### config.mk
export PLATFORM = sky130hd
export DESIGN_NAME = ivm_vector_map
export DESIGN_NICKNAME = d
export VERILOG_FILES = /design/src/verilog/ivm_pkg.sv /design/src/verilog/ivm_vector_map.sv
export SDC_FILE = /design/constraint.sdc
export NUM_CORES = 1
export LEC_CHECK = 0
export ABC_CLOCK_PERIOD_IN_PS = 1100
export BUFFER_PORTS_ARGS = -buffer_cell sky130_fd_sc_hd__clkbuf_2
export CORE_MARGIN = 10
export CORE_UTILIZATION = 44
export CTS_CLUSTER_DIAMETER = 150
export DETAILED_ROUTE_END_ITERATION = 10
export GPL_TIMING_DRIVEN = 0
export PLACE_DENSITY = 0.81
export SLEW_MARGIN = 20
export SYNTH_ARGS = -nofsm -noshare
export SYNTH_HDL_FRONTEND = slang
export SYNTH_SLANG_ARGS = --single-unit
export TNS_END_PERCENT = 50
### constraint.sdc
create_clock -name clk -period 1.1 [get_ports clk]
set_input_delay 0.165 -clock clk [delete_from_list [all_inputs] [get_ports clk]]
set_output_delay 0.165 -clock clk [all_outputs]
set_load 0.02 [all_outputs]
### src/verilog/ivm_pkg.sv
// constants, vector table and carrier types of the interrupt vector map
// assumes a 16-bit program word address space and a core that fetches vectors
//
// How it works
// - every reset source goes to word 0x0000 unless the boot fuse redirects
// - external request lines 0..7 use vectors 0x0002 to 0x0010, two apart
// - timer 2 compare at 0x0012, overflow at 0x0014
// - timer 1 capture 0x0016, compares 0x0018..0x001c, overflow 0x001e
// - timer 0 compare at 0x0020, overflow at 0x0022
// - can general event at 0x0024, can timer overrun at 0x0026
// - serial peripheral transfer complete at 0x0028
// - first usart receive 0x002a, buffer empty 0x002c, transmit 0x002e
// - comparator 0x0030, conversion complete 0x0032, eeprom ready 0x0034
// - timer 3 capture 0x0036, compares 0x0038..0x003c, overflow 0x003e
// - second usart receive 0x0040, buffer empty 0x0042, transmit 0x0044
// - two-wire serial at 0x0046, self-write ready 0x0048 ends the table
// - relocation set adds the boot section start to every interrupt vector
// - programmed boot fuse starts execution at the boot reset address
// - fuse 1 gives reset 0x0000, else boot address; table base moves only with relocation select
// - relocation select is control bit 1 and resets to zero
`default_nettype none
package ivm_pkg;
  // ****************************************
  // sizes and control bits
  // ****************************************
  localparam int ADDR_W = 16;
  localparam int IRQ_COUNT = 36;
  localparam int NUM_W = 6;
  localparam int CTRL_W = 8;
  localparam int CTRL_RELOC_BIT = 1;
  localparam logic CTRL_RELOC_RST = 1'h0;
  localparam logic FUSE_UNPROGRAMMED = 1'h1;
  localparam logic [NUM_W-1:0] FIRST_IRQ_NUM = 6'h02;

  // ****************************************
  // vector addresses, in table order
  // ****************************************
  localparam logic [ADDR_W-1:0] VEC_RESET = 16'h0000;
  localparam logic [ADDR_W-1:0] VEC_ADDR [IRQ_COUNT] = '{
    16'h0002, 16'h0004, 16'h0006, 16'h0008, 16'h000a, 16'h000c, 16'h000e, 16'h0010,
    16'h0012, 16'h0014,
    16'h0016, 16'h0018, 16'h001a, 16'h001c, 16'h001e,
    16'h0020, 16'h0022,
    16'h0024, 16'h0026,
    16'h0028,
    16'h002a, 16'h002c, 16'h002e,
    16'h0030, 16'h0032, 16'h0034,
    16'h0036, 16'h0038, 16'h003a, 16'h003c, 16'h003e,
    16'h0040, 16'h0042, 16'h0044,
    16'h0046, 16'h0048
  };

  // ****************************************
  // carrier toward the core
  // ****************************************
  typedef struct packed {
    logic active;
    logic [NUM_W-1:0] num;
    logic [ADDR_W-1:0] addr;
  } ivm_vec_s;
endpackage
`default_nettype wire

### src/verilog/ivm_vector_map.sv
// reset and interrupt vector address generator
// assumes request lines are synchronous, already enabled and masked upstream;
// the boot section start comes from fuse decoding outside this block
`timescale 1ns/10ps
`default_nettype none
module ivm_vector_map #(
  parameter int IRQS = ivm_pkg::IRQ_COUNT
) (
  // clock and reset
  input wire logic clk,
  input wire logic rst,
  input wire logic clkEn,
  // pending requests, bit 0 is vector number 2
  input wire logic [IRQS-1:0] irqPend,
  // fuse and boot section
  input wire logic bootResetFuse,
  input wire logic [ivm_pkg::ADDR_W-1:0] bootResetAddr,
  // control register write
  input wire logic ctrlWrEn,
  input wire logic [ivm_pkg::CTRL_W-1:0] ctrlWrData,
  // toward the core
  output logic [ivm_pkg::ADDR_W-1:0] resetVector,
  output ivm_pkg::ivm_vec_s irqOut,
  output logic vectorRelocateSelect
);

  // ****************************************
  // state
  // ****************************************
  logic relocate_r;
  logic [ivm_pkg::ADDR_W-1:0] resetVec_r;
  ivm_pkg::ivm_vec_s irq_r;
  ivm_pkg::ivm_vec_s irqNxt;

  // ****************************************
  // priority selection
  // ****************************************
  logic [IRQS:0] blocked;
  logic [IRQS-1:0] winner;
  logic [ivm_pkg::NUM_W-1:0] idxChain [IRQS+1];

  assign blocked[0] = 1'b0;
  assign idxChain[0] = '0;

  // a lower index blocks every higher one, so the lowest number wins
  genvar gi;
  generate
    for (gi = 0; gi < IRQS; gi++) begin : g_prio
      assign winner[gi] = irqPend[gi] & ~blocked[gi];
      assign blocked[gi+1] = blocked[gi] | irqPend[gi];
      assign idxChain[gi+1] = idxChain[gi] | (winner[gi] ? ivm_pkg::NUM_W'(gi) : '0);
    end
  endgenerate

  // ****************************************
  // address forming
  // ****************************************
  wire anyPend = blocked[IRQS];
  wire [ivm_pkg::NUM_W-1:0] winIdx = idxChain[IRQS];
  wire [ivm_pkg::ADDR_W-1:0] tableAddr = ivm_pkg::VEC_ADDR[winIdx];
  // table entries above also cover the later groups
  wire [ivm_pkg::ADDR_W-1:0] relocAddr = ivm_pkg::ADDR_W'(tableAddr + bootResetAddr);
  // table base follows relocation; reset target follows the fuse
  wire [ivm_pkg::ADDR_W-1:0] irqAddr = relocate_r ? relocAddr : tableAddr;
  wire [ivm_pkg::ADDR_W-1:0] resetNxt = (bootResetFuse == ivm_pkg::FUSE_UNPROGRAMMED) ?
    ivm_pkg::VEC_RESET : bootResetAddr;
  wire relocNxt = ctrlWrEn ? ctrlWrData[ivm_pkg::CTRL_RELOC_BIT] : relocate_r;

  // carrier assembled combinationally, registered below
  always_comb begin
    irqNxt.active = anyPend;
    irqNxt.num = anyPend ? ivm_pkg::NUM_W'(winIdx + ivm_pkg::FIRST_IRQ_NUM) : '0;
    irqNxt.addr = anyPend ? irqAddr : '0;
  end

  // ****************************************
  // registers
  // ****************************************
  // relocation bit; a timed unlock sequence belongs to the writer, not here
  always_ff @(posedge clk or posedge rst) begin
    if (rst) begin
      relocate_r <= ivm_pkg::CTRL_RELOC_RST;
    end else if (clkEn) begin
      relocate_r <= relocNxt;
    end
  end

  // reset target follows the fuse level; a fuse change is seen one edge later
  always_ff @(posedge clk or posedge rst) begin
    if (rst) begin
      resetVec_r <= ivm_pkg::VEC_RESET;
    end else if (clkEn) begin
      resetVec_r <= resetNxt;
    end
  end

  // registered vector keeps the core path off the priority chain
  always_ff @(posedge clk or posedge rst) begin
    if (rst) begin
      irq_r <= '0;
    end else if (clkEn) begin
      irq_r <= irqNxt;
    end
  end

  assign resetVector = resetVec_r;
  assign irqOut = irq_r;
  assign vectorRelocateSelect = relocate_r;
endmodule // ivm_vector_map
`default_nettype wire

# Yosys cells after proc, flatten, opt, wreduce, memory -nomap -nowiden
# Memories as Yosys holds them, arrays and structs flattened.
# Index checks and enable logic that the tools add are counted.
# totals
memories	1
ff_bits	40
mem_bits_ro	1024
wordCells	191
output_inout_bits	40
# mem_list
memory	depth	word_bits	rd	rd_clocked_by_memory_dff	wr	line	text
(no name shown)	64	16	1	0	0	ivm_vector_map.sv:60	wire [ivm_pkg::ADDR_W-1:0] tableAddr = ivm_pkg::VEC_ADDR[winIdx];
# classes
bitwise_logic	140
reduce_logical	1
n_lt_le_gt_ge	1
add_sub_neg	2
muxes	41
# ops
operator	count
$mux 16	5
$mux 5	16
$or 5x5->5	15
$and 1x1->1	35
$not 1->1	35
$or 1x1->1	35
$mux 4	8
$mux 6	5
$or 4x4->4	7
$or 6x6->6	3
$add 16x16->16	1
$mux 3	4
$or 3x3->3	3
$ge 7x7->1 const B	1
$not 6->7	1
$add 6x2->6 const B	1
$or 5x6->6	1
$or 4x5->5	1
$mux 2	2
$or 3x4->4	1
$or 2x3->3	1
$or 1x2->2	1
$or 2x2->2	1
$reduce_and 2->1	1
$mux 1	1

# Logic depth before layout (Yosys ltp)
# Gate-level depths: netlist of the first run.
# depth
depth_word	45
mapped_depth	20

# Worst setup path before layout of the first run
# OpenSTA, ideal clock, no wires.
# synth_path
kind	input port to flip-flop
from	input irqPend[16]
to	register irq_r (netlist bit irqOut[15])
arrival_time_ps	3992
required_ps	971
stages	19
path_slack_ps	-3021
n_path_buf	1
setup_time_ps	129
cell_sequence	or4_4 > nand2b_4 > or2_1 > buf_2 > or4b_1 > o311a_1 > and3_4 > clkinv_4 > ha_1 > inv_1 > mux2i_1 > ha_1 > a21o_1 > a21oi_1 > o21bai_1 > a21oi_1 > nor3b_1 > xnor2_1 > o2bb2ai_1
# synth_between
elab_chain_cells	30
# synth_rtl
item	line	text
start, declared	ivm_vector_map.sv:14	input wire logic [IRQS-1:0] irqPend,
$or 1x1->1	ivm_vector_map.sv:50	assign blocked[gi+1] = blocked[gi] | irqPend[gi];
$not 1->1 / $or 1x1->1 (equally long branches)	ivm_vector_map.sv:49, ivm_vector_map.sv:50	
$and 1x1->1 (tied with other cells)	ivm_vector_map.sv:49	assign winner[gi] = irqPend[gi] & ~blocked[gi];
$mux 5 (tied with other cells)	ivm_vector_map.sv:51	assign idxChain[gi+1] = idxChain[gi] | (winner[gi] ? ivm_pkg::NUM_W'(gi) : '0);
$or 5x5->5 (tied with other cells) (15 in series)	ivm_vector_map.sv:51	
$or 5x6->6 (tied with other cells)	ivm_vector_map.sv:51	
$or 6x6->6 (tied with other cells)	ivm_vector_map.sv:51	
$or 6x6->6 / $mux 6 (equally long branches)	ivm_vector_map.sv:51	
$or 6x6->6	ivm_vector_map.sv:51	
$not 6->7 (implied by the code)	ivm_vector_map.sv:60	
$mem_v2 64x16	n/a	
$mux 16 (implied by the code) (2 in series)	ivm_vector_map.sv:60	
$add 16x16->16	ivm_vector_map.sv:62	wire [ivm_pkg::ADDR_W-1:0] relocAddr = ivm_pkg::ADDR_W'(tableAddr + bootResetAddr);
$mux 16	ivm_vector_map.sv:64	wire [ivm_pkg::ADDR_W-1:0] irqAddr = relocate_r ? relocAddr : tableAddr;
$mux 16 *	ivm_vector_map.sv:73	irqNxt.addr = anyPend ? irqAddr : '0;
end signal, assigned	ivm_vector_map.sv:102	irq_r <= irqNxt;
end, declared	ivm_vector_map.sv:32	ivm_pkg::ivm_vec_s irq_r;
# Every way passes the cells marked *; elsewhere a longest branch is shown, timed or not. The select of a mux whose other input is x is not followed.
# A chain may end at the register's enable or synchronous reset.

# Worst setup path after layout of the first run
# layout_path
from	input irqPend[19]
to	register irq_r (netlist bit irqOut[11])
# layout_between
elab_chain_cells	27
# layout_rtl
item	line
$or 1x1->1	ivm_vector_map.sv:50
$or 1x1->1 / $not 1->1 (equally long branches)	ivm_vector_map.sv:50, ivm_vector_map.sv:49
$not 1->1 (tied with other cells)	ivm_vector_map.sv:49
$and 1x1->1 (tied with other cells)	ivm_vector_map.sv:49
$mux 5 (tied with other cells)	ivm_vector_map.sv:51
$or 5x5->5 (tied with other cells) (11 in series)	ivm_vector_map.sv:51
$or 5x6->6 (tied with other cells)	ivm_vector_map.sv:51
$or 6x6->6 (tied with other cells)	ivm_vector_map.sv:51
$or 6x6->6 / $mux 6 (equally long branches)	ivm_vector_map.sv:51
$or 6x6->6	ivm_vector_map.sv:51
$not 6->7 (implied by the code)	ivm_vector_map.sv:60
$mem_v2 64x16	n/a
$mux 16 (implied by the code) (2 in series)	ivm_vector_map.sv:60
$add 16x16->16	ivm_vector_map.sv:62
$mux 16	ivm_vector_map.sv:64
$mux 16 *	ivm_vector_map.sv:73
# Marked as above.

==> results of run 1 <==
stage by stage:
step	setup WS [ns]	utilization, %
6_report	-2.80	66.4
2_1_floorplan	-2.90	-
3_3_place_gp	-3.38	56.8
4_1_cts	-2.64	64.2
3_5_place_dp	-3.45	57.3
5_1_grt	-2.88	66.4
report_power, final:
group | switching (uW) | internal [uW] | total, uW
clock network | 520 | 683 | 1200
logic | 744 | 531 | 1280
registers | 107 | 1620 | 1720
total | 1370 | 2830 | 4200
synth_stat cells (7+ instances only):
cell,number
a22o_1,9
nand2_1,23
a21oi_1,15
o2bb2ai_1,23
inv_1,14
o21bai_1,7
a31oi_1,7
nor2_1,15
ha_1,10
dfrtp_1,40
worst paths after layout:
| check | from | end | slack, ns | cells after the start |
|---|---|---|---|---|
| worst max-delay path | irqPend[19] | irqOut[11] | -2.80 | 20 |
| min in group asynchronous | rst | irqOut[8] | 0.39 | 3 |
| worst max register to register | vectorRelocateSelect | irqOut[5] | -0.14 | 3 |
| worst min register to register | irqOut[22] | irqOut[22] | 0.49 | 1 |
| worst min-delay path | ctrlWrData[1] | vectorRelocateSelect | 0.11 | 2 |
| max in group asynchronous | rst | vectorRelocateSelect | 0.25 | 4 |
flip-flops by register name, summed over array words and instances (netlist names):
signal	flops
resetVector	16
irqOut	23
vectorRelocateSelect	1
layer usage:
metal,vias up,GRT usage [%],part of all wire [%]
met3,15,5.54,8.5
met1,1340,21.4,40
met4,0,3.83,1.5
met2,134,27.5,50
met5,-,0,0
li1,1277,-,-
layout by cell type, fill, tap and decap left out, types with 9 or more instances in the layout:
cell,Yosys,routed
a22o_1,9,9
nand2_1,23,23
o2bb2ai_1,23,23
clkbuf_2,0,94
dfrtp_1,40,39
inv_1,14,11
nor2_1,15,15
a21oi_1,15,11
buf_4,0,20
cell families (layout without fill, tap and decap cells):
| family | after synthesis | in the layout | share of synthesized area (%) |
|---|---|---|---|
| compound gates | 97 | 97 | 28.3 |
| simple gates | 81 | 81 | 18.4 |
| flops | 40 | 40 | 38.7 |
| buf+inv | 24 | 150 | 3.73 |
| xor+xnor | 12 | 12 | 4.06 |
| fa+ha+maj | 11 | 11 | 5.61 |
| mux | 3 | 3 | 1.21 |
timing repair:
| item | 4_1_cts | 5_1_grt |
|---|---|---|
| hold buffers | 1 | 0 |
| endpoints found under the hold margin | 16 | 0 |
| setup buffers | 16 | 5 |
| pin swaps | 24 | 16 |
| resized for setup | 26 | 20 |
| endpoints found under the setup margin | 30 | 30 |
area by class of cell:
| cell class | instances | area, sq um | share of cell area [%] |
|---|---|---|---|
| clock buffer | 5 | 68.8 | 1.85 |
| multi-input combinational | 204 | 1710 | 46.0 |
| timing repair buffer | 119 | 696 | 18.7 |
| tap | 72 | 90.1 | 2.42 |
| sequential | 40 | 1000 | 26.9 |
| buffer | 8 | 42.5 | 1.14 |
| clock inverter | 3 | 46.3 | 1.24 |
| inverter | 15 | 63.8 | 1.71 |
==> run metrics, run 1 <==
GRT Resource Usage Total=17.0%; worst-skew pair later-pin latency=0.29 ns; Tcrit/Tclk final=355%; Detailed Route Iter0 Violations=244; Arrival @ worst endpoint=4.06 ns; n_diodes=0; slowest CP cell=or4_4; failing checks=setup timing; max_cap viols=0; die width=96.7 microns; Yosys warnings=0; Vias/cell=5.94; vias in the first global route=2723; Yosys top cell by area=dfrtp_1; Leak=0.00178 uW; ys async rst share=100%; fillcell total=441; syn_nets=344; Total Neg Setup Slack=-47.74 ns; worst hold path type=primary input to flip-flop; Port-buffer cells=96; CTS tree=built; Final WS setup=-2.80 ns; # rows=27; CTS buffer count=5; First-pass DRT Iterations=5; Via Count=2766; clock skew=0.00374 ns; Power Total=4200 uW; critical path required time=1.26 ns; drt wl/cell=19.3 microns; GRT overflow=0; initial core utilization=46.1%; RSZ-0062 raised after global routing=yes; chip height=96.7 microns; maximum VDD drop=0.977 mV; root buffer cell=clkbuf_8; Power Dens Cells=1130 nW/um^2; initial antenna violation count=0; first-pass GRT wire length=13.6 mm; Antenna Violating Nets Remaining=0; ranking of synthesized cells by area=dfrtp_1, o2bb2ai_1, ha_1, nand2_1, a22o_1; num ports=105; core area=5610 sq um; DRC errors left=0; CP peak stage delay=0.53 ns; Min Hold Slack=0.114 ns; Layout Nets=469; largest net degree at the start of global routing=25; H-tree depth=2; syn_area_per_cell=9.65 sq um; ys flop type=dfrtp_1; kind of critical path=primary input to flip-flop; Slew HR=52.4%; Post-synth EDFFs=0; Layout Area Growth over Synthesis=43.9%; post-synth cell types=60; share of cells above drive strength 1=43.7%; min Tclk post-route=3.90 ns; Worst Path Max Fanout=5; CP cell instances=buf_6, or4_4, nand2b_4, or2_4, or4b_4, o311a_1, and3_4, clkinv_4, ha_4, a21oi_1, a31oi_2, ha_1, buf_4, a21oi_4, o21bai_1, a21oi_2, buf_6, nor2_1, xnor2_1, o2bb2ai_1; Seq cells post-synth=40; critical path launch point type=primary input; GP Congestion=0.923; cell family with most CP delay=simple AND/OR/NAND/NOR gates; Mapped Cells=268; Post-Layout Inst Area=3720 sq um; DP Wirelength=6.52 mm; Reg clk slew, reported paths=0.08 ns; Detailed Route WL=8.98 mm; fmax=256 MHz; Num Clock Sinks=40; mapped cell area=2590 sq um; Post-DP Area=3210 sq um; post-synthesis sequential area ratio=38.7%; die footprint=9340 sq um; final cell count without fillers=466; Yosys top cell area share=38.7%; Setup Viol. Count Final=28; cell mode on critical path=buf_6; worst slew pin tran=0.707 ns; status=finished with violations; final hold violation count=0; max-slew violation count=0; Crit. End Element=flip-flop; Buf+Inv Stages, Crit Path=4; Placed Cells=437; maximum root-to-sink buffer count=2
(Power assumes the default switching activity.)
==> run 2, diff against run 1 <==
--- a/config.mk
+++ b/config.mk
@@ -13,6 +13,7 @@
 export DETAILED_ROUTE_END_ITERATION = 10
 export GPL_TIMING_DRIVEN = 0
 export PLACE_DENSITY = 0.81
+export SKIP_LAST_GASP = 1
 export SLEW_MARGIN = 20
 export SYNTH_ARGS = -nofsm -noshare
 export SYNTH_HDL_FRONTEND = slang
==> run 2 against run 1 <==
Net effect:
- die area stayed put
- core utilization shrank 1.5 points
- routed wire length fell by 3.8%
- sequential share of layout area grew 0.58 points
- global-route usage down 0.088 points
- the flow still finishes with violations (setup timing)
- flip-flop and latch count stayed put
- critical endpoint unchanged
- largest power group unchanged
- maximum frequency is 0.95% higher
- total power is 1.2% lower
- non-clock buffer count is 2 lower
- register-to-register slack lost 0.19 ns
- sequential power about the same
- setup slack gained 0.037 ns
==> run metrics, run 2 (synthesis results as in run 1) <==
worst flop-to-flop path startpoint=vectorRelocateSelect (unchanged); largest net degree at the start of global routing=25 (unchanged); Detailed Route WL=8.64 mm (was 8.98 mm); Min Hold Slack=0.112 ns (was 0.114 ns); Leak=0.00175 uW (was 0.00178 uW); kind of critical path=primary input to flip-flop (unchanged); CP cell instances=buf_6, or4_4, nand2b_4, or2_4, or4b_4, o311a_1, and3_4, clkinv_4, ha_4, inv_4, mux2i_4, ha_4, a21o_1, a21oi_4, o21bai_1, a21oi_2, buf_6, nor2_1, xnor2_1, o2bb2ai_1 (was buf_6, or4_4, nand2b_4, or2_4, or4b_4, o311a_1, and3_4, clkinv_4, ha_4, a21oi_1, a31oi_2, ha_1, buf_4, a21oi_4, o21bai_1, a21oi_2, buf_6, nor2_1, xnor2_1, o2bb2ai_1); root buffer cell=clkbuf_8 (unchanged); First-pass DRT Iterations=5 (unchanged); slowest CP cell=or4_4 (unchanged); initial core utilization=46.1% (unchanged); cell family with most CP delay=simple AND/OR/NAND/NOR gates (unchanged); Reg clk slew, reported paths=0.08 ns (about the same); most frequent cells in the layout=clkbuf_2, dfrtp_1, nand2_1, o2bb2ai_1, buf_4 (unchanged); Via Count=2732 (was 2766); maximum root-to-sink buffer count=2 (unchanged); num ports=105 (unchanged); core area=5610 sq um (unchanged); failing checks=setup timing (unchanged); # rows=27 (unchanged); Layout Area Growth over Synthesis=40.7% (was 43.9%); CP peak stage delay=0.53 ns (about the same); DRC errors left=0 (unchanged); Buf+Inv Stages, Crit Path=4 (unchanged); worst-skew pair later-pin latency=0.29 ns (about the same); maximum VDD drop=0.980 mV (was 0.977 mV); commonest non-fill, non-tap cell in the layout=clkbuf_2 (unchanged); min Tclk post-route=3.87 ns (was 3.90 ns); drt wl/cell=18.6 microns (was 19.3 microns); Arrival @ worst endpoint=4.02 ns (was 4.06 ns); crit path launch=irqPend[19] (unchanged); worst slew pin tran=0.706 ns (was 0.707 ns); GRT Resource Usage Total=16.9% (was 17.0%); Power Dens Cells=1140 nW/um^2 (was 1130 nW/um^2); critical path required time=1.26 ns (about the same); Detailed Route Iter0 Violations=304 (was 244); GP Congestion=0.923 (unchanged); Antenna Violating Nets Remaining=0 (unchanged); first-pass GRT wire length=13.5 mm (was 13.6 mm); vias in the first global route=2713 (was 2723); DP Wirelength=6.52 mm (unchanged); Slew HR=52.5% (was 52.4%); Layout Nets=467 (was 469); status=finished with violations (unchanged); Vias/cell=5.89 (was 5.94); Hold Path Origin=ctrlWrData[1] (unchanged); Crit. End Element=flip-flop (unchanged); Num Clock Sinks=40 (unchanged); Final WS setup=-2.77 ns (was -2.80 ns); die footprint=9340 sq um (unchanged); CTS tree=built (unchanged); pre-CTS setup slack=-3.45 ns (unchanged); final hold violation count=0 (unchanged); Setup Viol. Count Final=30 (was 28); fmax=259 MHz (was 256 MHz); initial antenna violation count=0 (unchanged); share of cells above drive strength 1=40.8% (was 43.7%); H-tree depth=2 (unchanged); worst hold path type=primary input to flip-flop (unchanged); max FFs per register=23 (unchanged); Worst Path Max Fanout=5 (unchanged); Tcrit/Tclk final=352% (was 355%); die width=96.7 microns (unchanged); n_diodes=0 (unchanged); clock skew=0.00473 ns (was 0.00374 ns); max_cap viols=0 (unchanged); GRT overflow=0 (unchanged); Port-buffer cells=96 (unchanged); critical path launch point type=primary input (unchanged); CTS buffer count=5 (unchanged); chip height=96.7 microns (unchanged); RSZ-0062 raised after global routing=yes (unchanged); max-slew violation count=0 (unchanged)
-- run 2: stage by stage --
step	std cells	total power, uW	util (%)	area [sq um]	setup TNS, ns
3_5_place_dp	437	2820	57.3	3210	-62.64
2_1_floorplan	268	2350	-	2620	-48.77
5_1_grt	464	4350	64.9	3640	-51.15
6_report	464	4150	64.9	3640	-48.26
4_1_cts	461	4130	63.7	3570	-46.72
3_3_place_gp	436	2780	56.8	3190	-80.22
-- run 2: timing repair --
action | CTS | global route
setup endpoints to repair | 30 | 30
endpoints found under the hold margin | 16 | 0
pin swaps | 23 | 13
buffers inserted | 16 | 3
hold buffers | 1 | 0
resized for setup | 17 | 10
-- run 2: worst register-to-register path: cells and delay by family (launching register included) --
kind	cells	cell delay [ns]
AO/OA/AOI/OAI	2	0.47
buffers and inverters	1	0.42
flip-flops	1	0.44
-- run 2: path summary, 6_finish.rpt --
| kind | endpoint | slack (ns) | depth (start not counted) |
|---|---|---|---|
| max | irqOut[11] | -2.77 | 20 |
| min | vectorRelocateSelect | 0.11 | 2 |
| max reg2reg | irqOut[6] | -0.33 | 3 |
| min reg2reg | irqOut[22] | 0.49 | 1 |
| max in group asynchronous | irqOut[22] | 0.27 | 4 |
| min in group asynchronous | irqOut[8] | 0.39 | 3 |
-- run 2: layer usage --
layer / up-vias / global-route usage, % / wire, microns
met1: 1309 / 21.4 / 3460
met5: - / 0 / 0
met3: 12 / 5.54 / 801
met4: 0 / 4.06 / 121
met2: 133 / 27.0 / 4260
li1: 1278 / - / -
-- run 2: power by group --
part	switching (uW)	total [uW]	leakage, uW	internal (uW)
registers	98.0	1710	0.000516	1620
clock network	528	1210	0.0000548	683
logic	722	1230	0.00118	505
total	1350	4150	0.00175	2800
-- run 2: final cells by class --
type,instances,area (sq um)
multi-input combinational,204,1670
clock buffer,5,68.8
buffer,8,30.0
sequential,40,1000
timing repair buffer,117,674
clock inverter,3,46.3
tap,72,90.1
fill,449,1970
inverter,15,63.8
